[src/rtl/rss_pkg.sv]
package rss_pkg;

	// ==========================================
	// Timing
	localparam int CLK_HZ           = 50_000_000;
	localparam int CLK_PERIOD_NS    = 20;
	localparam int DELAY_TIME_MS    = 72;
	localparam int RC_OSC_HZ        = 1_000_000;
	localparam int DELAY_TICKS      = DELAY_TIME_MS * (RC_OSC_HZ / 1000);
	localparam int BROWN_MIN_US     = 100;
	localparam int BROWN_MIN_CYCLES = (BROWN_MIN_US * 1000 + CLK_PERIOD_NS - 1) / CLK_PERIOD_NS;
	localparam int OSC_WAIT_CYCLES  = 1024;
	localparam int TMR_W            = 17;
	// Synchroniser reset levels: poweron detect and master clear high
	localparam logic [4:0] SYNC_INIT = 5'h03;

	// ==========================================
	// Program counter vectors
	localparam logic [12:0] RESET_VECTOR = 13'h0000;
	localparam logic [12:0] INT_VECTOR   = 13'h0004;

	// ==========================================
	// Register map and fields
	localparam logic [3:0] ADDR_CONFIG = 4'h0;
	localparam logic [3:0] ADDR_STATUS = 4'h4;
	localparam int CFG_DELAY_BIT  = 0;
	localparam int CFG_BROWN_BIT  = 1;
	localparam int CFG_OSC_LSB    = 2;
	localparam int CFG_SKIP_BIT   = 4;
	localparam int STS_STATE_LSB  = 0;
	localparam int STS_CAUSE_LSB  = 3;
	localparam int STS_RESET_BIT  = 6;
	localparam int STS_WAKE_LSB   = 8;
	localparam logic CFG_DELAY_RST = 1'b1;
	localparam logic CFG_BROWN_RST = 1'b1;
	localparam logic CFG_SKIP_RST  = 1'b0;

	// ==========================================
	// Enumerations
	typedef enum logic [1:0] {OSC_RC, OSC_LOWPOWER, OSC_CRYSTAL, OSC_HIGHSPEED} rss_osc_type;
	typedef enum logic [2:0] {ST_HOLD, ST_POWERUP, ST_OSCSTART, ST_WAKESTART, ST_RUN, ST_SLEEP} rss_seq_type;
	typedef enum logic [2:0] {CAUSE_POWERON, CAUSE_BROWNOUT, CAUSE_MASTERCLEAR, CAUSE_WATCHDOG,
		CAUSE_WAKE} rss_cause_type;

	localparam rss_osc_type CFG_OSC_RST = OSC_CRYSTAL;

endpackage

[src/rtl/rss_tmr_if.sv]
`timescale 1ns/1ps
interface rss_tmr_if #(parameter int TW = rss_pkg::TMR_W);
	logic          clear;
	logic          tick;
	logic [TW-1:0] limit;
	logic          done;
	modport ctl (output clear, output tick, output limit, input done);
	modport timer (input clear, input tick, input limit, output done);
endinterface

[src/rtl/rss_sync.sv]
`timescale 1ns/1ps
module rss_sync #(
	parameter int           N    = 5,
	parameter logic [N-1:0] INIT = '0
) (
	input  wire logic         clk,
	input  wire logic         reset,
	input  wire logic [N-1:0] din,
	output logic      [N-1:0] dout
);
	typedef struct packed {
		logic [N-1:0] first;
		logic [N-1:0] second;
	} rss_sync_type;

	rss_sync_type st;
	rss_sync_type next_st;

	always_comb begin
		next_st.first  = din;
		next_st.second = st.first;
	end

	always_ff @(posedge clk) begin
		if (reset) begin
			st <= {INIT, INIT};
		end else begin
			st <= next_st;
		end
	end

	assign dout = st.second;
endmodule // rss_sync

[src/rtl/rss_timer.sv]
`timescale 1ns/1ps
module rss_timer #(
	parameter int TW = rss_pkg::TMR_W
) (
	input wire logic clk,
	input wire logic reset,
	rss_tmr_if.timer tmr
);
	typedef struct packed {
		logic [TW-1:0] count;
	} rss_timer_type;

	rss_timer_type st;
	rss_timer_type next_st;

	// ==========================================
	// Saturating tick counter
	always_comb begin
		next_st = st;
		if (tmr.clear) begin
			next_st.count = '0;
		end else if (tmr.tick && st.count != tmr.limit) begin
			next_st.count = st.count + TW'(1);
		end
	end

	always_ff @(posedge clk) begin
		if (reset) begin
			st <= '0;
		end else begin
			st <= next_st;
		end
	end

	assign tmr.done = (st.count == tmr.limit);

	chk_timer_clear_zero: assert property (@(posedge clk) disable iff (reset)
		tmr.clear |=> st.count == '0) else $error("timer not cleared");
endmodule // rss_timer

[src/rtl/rss_sequencer.sv]
`timescale 1ns/1ps
module rss_sequencer #(
	parameter int DELAY_TICKS      = rss_pkg::DELAY_TICKS,
	parameter int BROWN_MIN_CYCLES = rss_pkg::BROWN_MIN_CYCLES
) (
	input  wire logic        clk,
	input  wire logic        reset,
	input  wire logic [3:0]  address,
	input  wire logic        read,
	input  wire logic        write,
	input  wire logic [31:0] writedata,
	output logic      [31:0] readdata,
	output logic             waitrequest,
	input  wire logic        powerOnDetect,
	input  wire logic        brownoutDetect,
	input  wire logic        masterClearPinN,
	input  wire logic        rcOscPin,
	input  wire logic        oscillatorInputPin,
	input  wire logic        watchdogTimeout,
	input  wire logic        sleepEnter,
	input  wire logic        wakeEvent,
	input  wire logic        wakeByInterrupt,
	input  wire logic        globalInterruptEnable,
	input  wire logic [7:0]  wakeSources,
	output logic             chipReset,
	output logic             converterReset,
	output logic             dataRegsUnknown,
	output logic             controlRegsClear,
	output logic             directionRegsOnes,
	output logic             portLatchUnknown,
	output logic             pcLoad,
	output logic             pcAdvance,
	output logic      [12:0] pcVector,
	output logic             wakeFlagSet,
	output logic      [7:0]  wakeFlags,
	output logic      [2:0]  resetCause
);
	localparam int TW = rss_pkg::TMR_W;

	typedef struct packed {
		rss_pkg::rss_seq_type   state;
		rss_pkg::rss_cause_type cause;
		logic                   chipReset;
		logic                   converterReset;
		logic                   dataUnknown;
		logic                   ctrlClear;
		logic                   dirOnes;
		logic                   latchUnknown;
		logic                   pcLoad;
		logic                   pcAdvance;
		logic [12:0]            pcVector;
		logic                   wakeSet;
		logic [7:0]             wakeFlags;
		logic                   wakeIntVec;
		logic                   rcPrev;
		logic                   oscPrev;
		logic                   waitReq;
		logic [31:0]            readData;
		logic                   delayFuse;
		logic                   brownFuse;
		logic                   waitSkip;
		rss_pkg::rss_osc_type   oscMode;
	} rss_seq_state_type;

	rss_seq_state_type st;
	rss_seq_state_type next_st;

	// ==========================================
	// Input synchronisers
	logic [4:0] syncOut;
	logic       porS;
	logic       brownS;
	logic       clearSN;
	logic       rcS;
	logic       oscS;

	rss_sync #(.N(5), .INIT(rss_pkg::SYNC_INIT)) u_sync (
		.clk   (clk),
		.reset (reset),
		.din   ({oscillatorInputPin, rcOscPin, brownoutDetect, masterClearPinN, powerOnDetect}),
		.dout  (syncOut)
	);
	assign porS    = syncOut[0];
	assign clearSN = syncOut[1];
	assign brownS  = syncOut[2];
	assign rcS     = syncOut[3];
	assign oscS    = syncOut[4];

	// ==========================================
	// Timers
	rss_tmr_if #(.TW(TW)) delayIf ();
	rss_tmr_if #(.TW(TW)) oscWaitIf ();
	rss_tmr_if #(.TW(TW)) brownIf ();

	rss_timer #(.TW(TW)) u_delay (.clk(clk), .reset(reset), .tmr(delayIf.timer));
	rss_timer #(.TW(TW)) u_oscwait (.clk(clk), .reset(reset), .tmr(oscWaitIf.timer));
	rss_timer #(.TW(TW)) u_brown (.clk(clk), .reset(reset), .tmr(brownIf.timer));

	logic brownLow;
	logic brownEvent;
	logic xtalMode;
	logic supplyOk;
	logic release_;
	logic busReq;

	assign brownLow   = st.brownFuse && brownS;
	assign brownEvent = brownLow && brownIf.done;
	assign xtalMode   = st.oscMode != rss_pkg::OSC_RC;
	assign supplyOk   = !porS && !brownLow && clearSN;

	assign delayIf.clear   = st.state != rss_pkg::ST_POWERUP;
	assign delayIf.tick    = rcS && !st.rcPrev;
	assign delayIf.limit   = TW'(DELAY_TICKS);
	assign oscWaitIf.clear = !(st.state inside {rss_pkg::ST_OSCSTART, rss_pkg::ST_WAKESTART});
	assign oscWaitIf.tick  = oscS && !st.oscPrev;
	assign oscWaitIf.limit = TW'(rss_pkg::OSC_WAIT_CYCLES);
	assign brownIf.clear   = !brownLow;
	assign brownIf.tick    = 1'b1;
	assign brownIf.limit   = TW'(BROWN_MIN_CYCLES);

	assign busReq = read || write;

	// ==========================================
	// Sequencer and register next state
	always_comb begin
		next_st           = st;
		release_          = 1'b0;
		next_st.pcLoad    = 1'b0;
		next_st.pcAdvance = 1'b0;
		next_st.wakeSet   = 1'b0;
		next_st.rcPrev    = rcS;
		next_st.oscPrev   = oscS;

		case (st.state)
			rss_pkg::ST_RUN: begin
				if (watchdogTimeout) begin
					next_st.state = rss_pkg::ST_HOLD;
					next_st.cause = rss_pkg::CAUSE_WATCHDOG;
				end else if (sleepEnter) begin
					next_st.state = rss_pkg::ST_SLEEP;
				end
			end
			rss_pkg::ST_SLEEP: begin
				if (wakeEvent) begin
					next_st.cause      = rss_pkg::CAUSE_WAKE;
					next_st.wakeSet    = 1'b1;
					next_st.wakeFlags  = wakeSources;
					next_st.wakeIntVec = wakeByInterrupt && globalInterruptEnable;
					if (xtalMode && !st.waitSkip) begin
						next_st.state = rss_pkg::ST_WAKESTART;
					end else begin
						release_ = 1'b1;
					end
				end
			end
			rss_pkg::ST_HOLD: begin
				if (supplyOk) begin
					if (st.cause inside {rss_pkg::CAUSE_POWERON, rss_pkg::CAUSE_BROWNOUT} &&
						(st.delayFuse || st.brownFuse)) begin
						next_st.state = rss_pkg::ST_POWERUP;
					end else if (st.cause == rss_pkg::CAUSE_POWERON && xtalMode) begin
						next_st.state = rss_pkg::ST_OSCSTART;
					end else begin
						release_ = 1'b1;
					end
				end
			end
			rss_pkg::ST_POWERUP: begin
				if (delayIf.done) begin
					if (st.cause == rss_pkg::CAUSE_POWERON && xtalMode) begin
						next_st.state = rss_pkg::ST_OSCSTART;
					end else begin
						release_ = 1'b1;
					end
				end
			end
			rss_pkg::ST_OSCSTART, rss_pkg::ST_WAKESTART: begin
				if (oscWaitIf.done) begin
					release_ = 1'b1;
				end
			end
			default: begin
				next_st.state = rss_pkg::ST_HOLD;
			end
		endcase

		if (release_) begin
			next_st.state = rss_pkg::ST_RUN;
			if (next_st.cause != rss_pkg::CAUSE_WAKE) begin
				next_st.pcLoad   = 1'b1;
				next_st.pcVector = rss_pkg::RESET_VECTOR;
			end else if (next_st.wakeIntVec) begin
				next_st.pcLoad   = 1'b1;
				next_st.pcVector = rss_pkg::INT_VECTOR;
			end else begin
				next_st.pcAdvance = 1'b1;
			end
		end

		if (porS) begin
			next_st.state = rss_pkg::ST_HOLD;
			next_st.cause = rss_pkg::CAUSE_POWERON;
		end else if (brownEvent) begin
			next_st.state = rss_pkg::ST_HOLD;
			next_st.cause = rss_pkg::CAUSE_BROWNOUT;
		end else if (!clearSN) begin
			next_st.state = rss_pkg::ST_HOLD;
			next_st.cause = rss_pkg::CAUSE_MASTERCLEAR;
		end

		next_st.chipReset      = !(next_st.state inside {rss_pkg::ST_RUN, rss_pkg::ST_SLEEP});
		next_st.converterReset = next_st.chipReset && next_st.cause != rss_pkg::CAUSE_WAKE;
		next_st.dataUnknown    = next_st.converterReset &&
			next_st.cause inside {rss_pkg::CAUSE_POWERON, rss_pkg::CAUSE_BROWNOUT};
		next_st.ctrlClear      = next_st.converterReset;
		next_st.dirOnes        = next_st.converterReset;
		next_st.latchUnknown   = next_st.dataUnknown;

		// Avalon slave: one wait cycle, answer in the second
		next_st.waitReq  = !(busReq && st.waitReq);
		next_st.readData = '0;
		if (read && address == rss_pkg::ADDR_CONFIG) begin
			next_st.readData[rss_pkg::CFG_DELAY_BIT]       = st.delayFuse;
			next_st.readData[rss_pkg::CFG_BROWN_BIT]       = st.brownFuse;
			next_st.readData[rss_pkg::CFG_OSC_LSB +: 2]    = st.oscMode;
			next_st.readData[rss_pkg::CFG_SKIP_BIT]        = st.waitSkip;
		end else if (read && address == rss_pkg::ADDR_STATUS) begin
			next_st.readData[rss_pkg::STS_STATE_LSB +: 3]  = st.state;
			next_st.readData[rss_pkg::STS_CAUSE_LSB +: 3]  = st.cause;
			next_st.readData[rss_pkg::STS_RESET_BIT]       = st.chipReset;
			next_st.readData[rss_pkg::STS_WAKE_LSB +: 8]   = st.wakeFlags;
		end
		if (write && !st.waitReq && address == rss_pkg::ADDR_CONFIG) begin
			next_st.delayFuse = writedata[rss_pkg::CFG_DELAY_BIT];
			next_st.brownFuse = writedata[rss_pkg::CFG_BROWN_BIT];
			next_st.oscMode   = rss_pkg::rss_osc_type'(writedata[rss_pkg::CFG_OSC_LSB +: 2]);
			next_st.waitSkip  = writedata[rss_pkg::CFG_SKIP_BIT];
		end
	end

	always_ff @(posedge clk) begin
		if (reset) begin
			st                <= '0;
			st.state          <= rss_pkg::ST_HOLD;
			st.cause          <= rss_pkg::CAUSE_POWERON;
			st.chipReset      <= 1'b1;
			st.converterReset <= 1'b1;
			st.dataUnknown    <= 1'b1;
			st.ctrlClear      <= 1'b1;
			st.dirOnes        <= 1'b1;
			st.latchUnknown   <= 1'b1;
			st.waitReq        <= 1'b1;
			st.delayFuse      <= rss_pkg::CFG_DELAY_RST;
			st.brownFuse      <= rss_pkg::CFG_BROWN_RST;
			st.waitSkip       <= rss_pkg::CFG_SKIP_RST;
			st.oscMode        <= rss_pkg::CFG_OSC_RST;
		end else begin
			st <= next_st;
		end
	end

	// ==========================================
	// Outputs
	assign readdata          = st.readData;
	assign waitrequest       = st.waitReq;
	assign chipReset         = st.chipReset;
	assign converterReset    = st.converterReset;
	assign dataRegsUnknown   = st.dataUnknown;
	assign controlRegsClear  = st.ctrlClear;
	assign directionRegsOnes = st.dirOnes;
	assign portLatchUnknown  = st.latchUnknown;
	assign pcLoad            = st.pcLoad;
	assign pcAdvance         = st.pcAdvance;
	assign pcVector          = st.pcVector;
	assign wakeFlagSet       = st.wakeSet;
	assign wakeFlags         = st.wakeFlags;
	assign resetCause        = st.cause;

	// ==========================================
	// Checks
	chk_poweron_resets: assert property (@(posedge clk) disable iff (reset)
		porS |=> chipReset && resetCause == rss_pkg::CAUSE_POWERON) else $error("poweron not held");
	chk_powerup_holds: assert property (@(posedge clk) disable iff (reset)
		st.state == rss_pkg::ST_POWERUP |-> chipReset) else $error("released during power-up delay");
	chk_fuse_forces_timer: assert property (@(posedge clk) disable iff (reset)
		$rose(st.state == rss_pkg::ST_POWERUP) |-> $past(st.delayFuse || st.brownFuse))
		else $error("power-up delay ran without fuse");
	chk_osc_only_poweron: assert property (@(posedge clk) disable iff (reset)
		st.state == rss_pkg::ST_OSCSTART |-> st.cause == rss_pkg::CAUSE_POWERON && xtalMode)
		else $error("oscillator wait in wrong case");
	chk_brownout_restart: assert property (@(posedge clk) disable iff (reset)
		(st.state == rss_pkg::ST_POWERUP && brownEvent && !porS) |=>
		st.state == rss_pkg::ST_HOLD && resetCause == rss_pkg::CAUSE_BROWNOUT)
		else $error("brownout did not restart");
	chk_converter_reset: assert property (@(posedge clk) disable iff (reset)
		(chipReset && resetCause != rss_pkg::CAUSE_WAKE) |-> converterReset) else $error("converter not reset");
	chk_reset_vector: assert property (@(posedge clk) disable iff (reset)
		(pcLoad && resetCause != rss_pkg::CAUSE_WAKE) |-> pcVector == rss_pkg::RESET_VECTOR)
		else $error("wrong reset vector");
	chk_direction_wake: assert property (@(posedge clk) disable iff (reset)
		directionRegsOnes |-> resetCause != rss_pkg::CAUSE_WAKE) else $error("directions set on wake");
	chk_wake_flags: assert property (@(posedge clk) disable iff (reset)
		(st.state == rss_pkg::ST_SLEEP && wakeEvent && !porS && !brownEvent && clearSN) |=>
		wakeFlagSet && wakeFlags == $past(wakeSources)) else $error("wake flags not set");
endmodule // rss_sequencer

[config.mk]
export PLATFORM = sky130hd
export DESIGN_NAME = rss_sequencer
export DESIGN_NICKNAME = d
export VERILOG_FILES = /design/src/rtl/rss_pkg.sv /design/src/rtl/rss_tmr_if.sv /design/src/rtl/rss_sync.sv /design/src/rtl/rss_timer.sv /design/src/rtl/rss_sequencer.sv
export SDC_FILE = /design/constraint.sdc
export NUM_CORES = 1
export LEC_CHECK = 0
export ABC_AREA = 1
export BUFFER_PORTS_ARGS = -buffer_cell sky130_fd_sc_hd__buf_2
export CAP_MARGIN = 20
export CORE_MARGIN = 10
export CORE_UTILIZATION = 60
export DETAILED_ROUTE_END_ITERATION = 10
export GPL_TIMING_DRIVEN = 0
export PLACE_DENSITY = 0.95
export SLEW_MARGIN = 10
export SYNTH_ARGS = -nofsm -noshare
export SYNTH_HDL_FRONTEND = slang
export SYNTH_HIERARCHICAL = 1
export SYNTH_SLANG_ARGS = --single-unit
[constraint.sdc]
create_clock -name clk -period 4.1 [get_ports clk]
set_input_delay 0.205 -clock clk [delete_from_list [all_inputs] [get_ports clk]]
set_output_delay 0.205 -clock clk [all_outputs]
set_load 0.1 [all_outputs]
==> key figures <==
Clocking
  • Worst skew pair latency: 370 ps
  • TritonCTS clock tree: built
  • Post-CTS Resized: 0
  • TritonCTS Sinks: 106
  • CTS buffer count: 9
  • Postcts setup bufs: 0
  • Clock Tree Buf Depth: 2
  • H-tree levels: 3
  • CTS root buf: clkbuf_8
  • Worst-path clk slew: 110 ps

Timing
  • Clk_skew: 10.4 ps
  • Worst Max-Slew Pin Slew: 696 ps
  • # setup viols final: 0
  • Clock period minus worst slack: 2060 ps
  • Final hold violations: 0
  • Fmax: 0.486 GHz
  • Setup TNS: 0 ps
  • Final worst path period share: 50.1%
  • RSZ-0062 raised after global routing: false
  • Final setup margin: 2040 ps
  • Max-slew headroom: 53.5%
  • Fin. max-slew vios: 0

Yosys
  • Synth Area in Simple Gates: 37.7%
  • XOR/XNOR Fraction of Synth Area: 2.10%
  • Adder-cell share of the synthesized area: 0.599%
  • Share of the synthesized area in the top cell type: 33.9%
  • Post-synthesis register bit count: 106
  • Mapped Area: 0.00626 sq mm
  • Syn Area/Cell: 6.41 sq um
  • Seq/Total Area, Yosys: 33.9%
  • Post-synthesis async set-or-reset flop share: 0%
  • Count of cell types in the netlist: 36
  • Area contributors post-synth: dfxtp_1, nand2_1, nor2_1
  • Gate Count Post-Synth: 977
  • Number of synthesized flops with an enable pin: 0
  • Post-synthesis mux area share: 0%
  • Count leader, synth: nand2_1
  • Post-synth top cells: nand2_1, nor2_1, inv_1, dfxtp_1, buf_4
  • Cell accounting for the most synthesized area: dfxtp_1
  • Synth Area in Compound Gates: 7.07%
  • Ys flop type: dfxtp_1
  • Largest family of logic cells by synthesized area: simple AND/OR/NAND/NOR gates
  • Synthesis warning total: 6

Detailed routing
  • WL per Instance: 11.4 um
  • DRT antenna net count: 0
  • Routed vias/inst: 4.67
  • DR vias: 6132
  • Residual DRC: 0
  • Drt pass-1 iters: 5
  • Drt total wl: 15000 um
  • 1st-iter DRT viols: 407

Die
  • Die span in x: 122 um
  • Rows: 37
  • Initial core utilization: 61.2%
  • Die ar.: 0.0149 sq mm
  • Core Area: 0.0102 sq mm
  • Die height: 122 um
  • I/O pin count: 124

Pwr
  • VDD IR max: 211 uV
  • PwrDens: 261 mW/mm^2
  • Leak: 3.50 nW
  • Total power: 1.93 mW

Global route
  • Number of global-route vias before repair: 5628
  • First-pass GRT wire length: 24900 um
  • Largest net degree at the start of global routing: 20
  • GR Overflow Total: 0
  • GRT Resource Usage Total: 19.9%
  • Initial antenna violation count: 0

Final layout
  • Layout area overhead: 18.1%
  • Final net count: 1232
  • Number of diodes: 0
  • Layout cell share with drive strength beyond 1: 16.8%
  • Post-Route Utilization: 72.3%

Min path
  • Type of the most critical hold path: in -> reg

Critical path
  • Largest delay share family, worst path: simple AND/OR/NAND/NOR gates
  • CP bufs+invs: 4
  • Max stage delay cell, worst path: dfxtp_1
  • CP most frequent cell: nand2_1
  • Crit-path cells: inv_1 -> nand2_1 -> nand2_1 -> nor2_1 -> nand2_1 -> nor2_2 -> nand3_4 -> buf_6 -> inv_1 -> inv_1 -> o21ai_0 -> nand2_1 -> o21ai_0 -> nor2_1
  • Worst path required time: 4360 ps
  • Setup crit end kind: flop
  • Critical Path Fanout Max: 10
  • Max stage delay on crit path: 430 ps
  • Critical path type: reg -> reg
  • WP data arrival: 2310 ps
  • CP Launch Type: flop

Placement
  • Final Wtd Congestion: 0.911
  • Hpwl dp: 11300 um
  • Port bufs: 67
  • Pre-CTS WS: 2170 ps

Status
  • Status: finished, final reports clean

Job
  • Max-cap check violation count: 0
registers in the layout, indices dropped and copies added, names as in the netlist:
| register | cells |
|---|---|
| wakeFlagSet | 1 |
| portLatchUnknown | 1 |
| pcAdvance | 1 |
| directionRegsOnes | 1 |
| u_delay/st | 17 |
| wakeFlags | 8 |
| pcVector | 1 |
| pcLoad | 1 |
| readdata | 15 |
| u_brown/st | 17 |
| chipReset | 1 |
| u_sync/next_st | 5 |
| st | 11 |
| waitrequest | 1 |
| u_sync/dout | 5 |
| resetCause | 3 |
| u_oscwait/st | 17 |
stage by stage:
step / instance area [sq um] / std cells / hold WS [ps]
finish: 7390 / 1312 / 32.7
global placement: 7200 / 1295 / 385
CTS: 7390 / 1312 / 14.3
detailed placement: 7200 / 1295 / 388
global route: 7390 / 1312 / 24.1
floorplan: 6700 / 1092 / 276
kinds of logic after synthesis:
logic type               after synthesis
adder cells (fa/ha/maj)                3
other                                  2
XOR/XNOR                              15
buffers and inverters                225
AND/OR/NAND/NOR                      540
flip-flops                           106
AO/OA/AOI/OAI                         86
path summary, 6_finish.rpt:
check        depth (start not counted)                 to         startpoint  slack [ps]
max reg2reg                         14             st[74]     u_delay/st[12]        2040
min reg2reg                          2     u_sync/dout[3]  u_sync/next_st[3]         420
min                                  3  u_sync/next_st[0]      powerOnDetect          30
max                                 14             st[74]     u_delay/st[12]        2040
where the power goes:
part           switching [mW]  total (mW)  leakage [nW]  internal (mW)
sequential            0.00323        1.04         0.857           1.04
combinational           0.200       0.263          2.56         0.0630
clock                   0.393       0.630        0.0917          0.237
total                   0.596        1.93          3.50           1.34
placed cells by master (no fill, tap or decap), drive strengths merged:
| cell type | count |
|---|---|
| o211ai | 1 |
| a21oi | 61 |
| o21ai | 23 |
| clkinvlp | 1 |
| nand2b | 3 |
| a211oi | 1 |
| xnor2 | 12 |
| nand3 | 73 |
| nor4 | 3 |
| dlygate4sd3 | 1 |
| ha | 3 |
| xor2 | 3 |
| clkbuf | 12 |
| nor2 | 189 |
| and2 | 1 |
| nand4 | 5 |
| nor3 | 18 |
| buf | 145 |
| dfxtp | 106 |
| nand2 | 244 |
| conb | 117 |
| inv | 150 |
| nor3b | 1 |
| nand3b | 3 |
area by class of cell:
| type | count | area [sq um] |
|---|---|---|
| clock inverters | 6 | 56.3 |
| flip-flops and latches | 106 | 2120 |
| well taps | 136 | 170 |
| clock buffers | 10 | 128 |
| multi-input cells | 761 | 3410 |
| repair buffers | 68 | 345 |
| fillers | 838 | 2840 |
| inverters | 145 | 544 |
| plain buffers | 80 | 618 |
what timing repair did:
| item | CTS | global route |
|---|---|---|
| setup endpoints to repair | 0 | 0 |
| endpoints found under the hold margin | 1 | 0 |
| hold buffers | 1 | 0 |
layer usage:
| metal | GRT usage (%) | wire length (um) |
|---|---|---|
| met1 | 22.7 | 6200 |
| met2 | 35.7 | 7500 |
| met3 | 4.30 | 831 |
| met4 | 7.14 | 422 |
| met5 | 0 | 0 |
worst min-delay path: cells and delay by family:
kind | cells | cell delay (ps)
buffers and inverters | 2 | 120
AND/OR/NAND/NOR | 1 | 60
No activity file was read; power rests on OpenSTA's default activity.
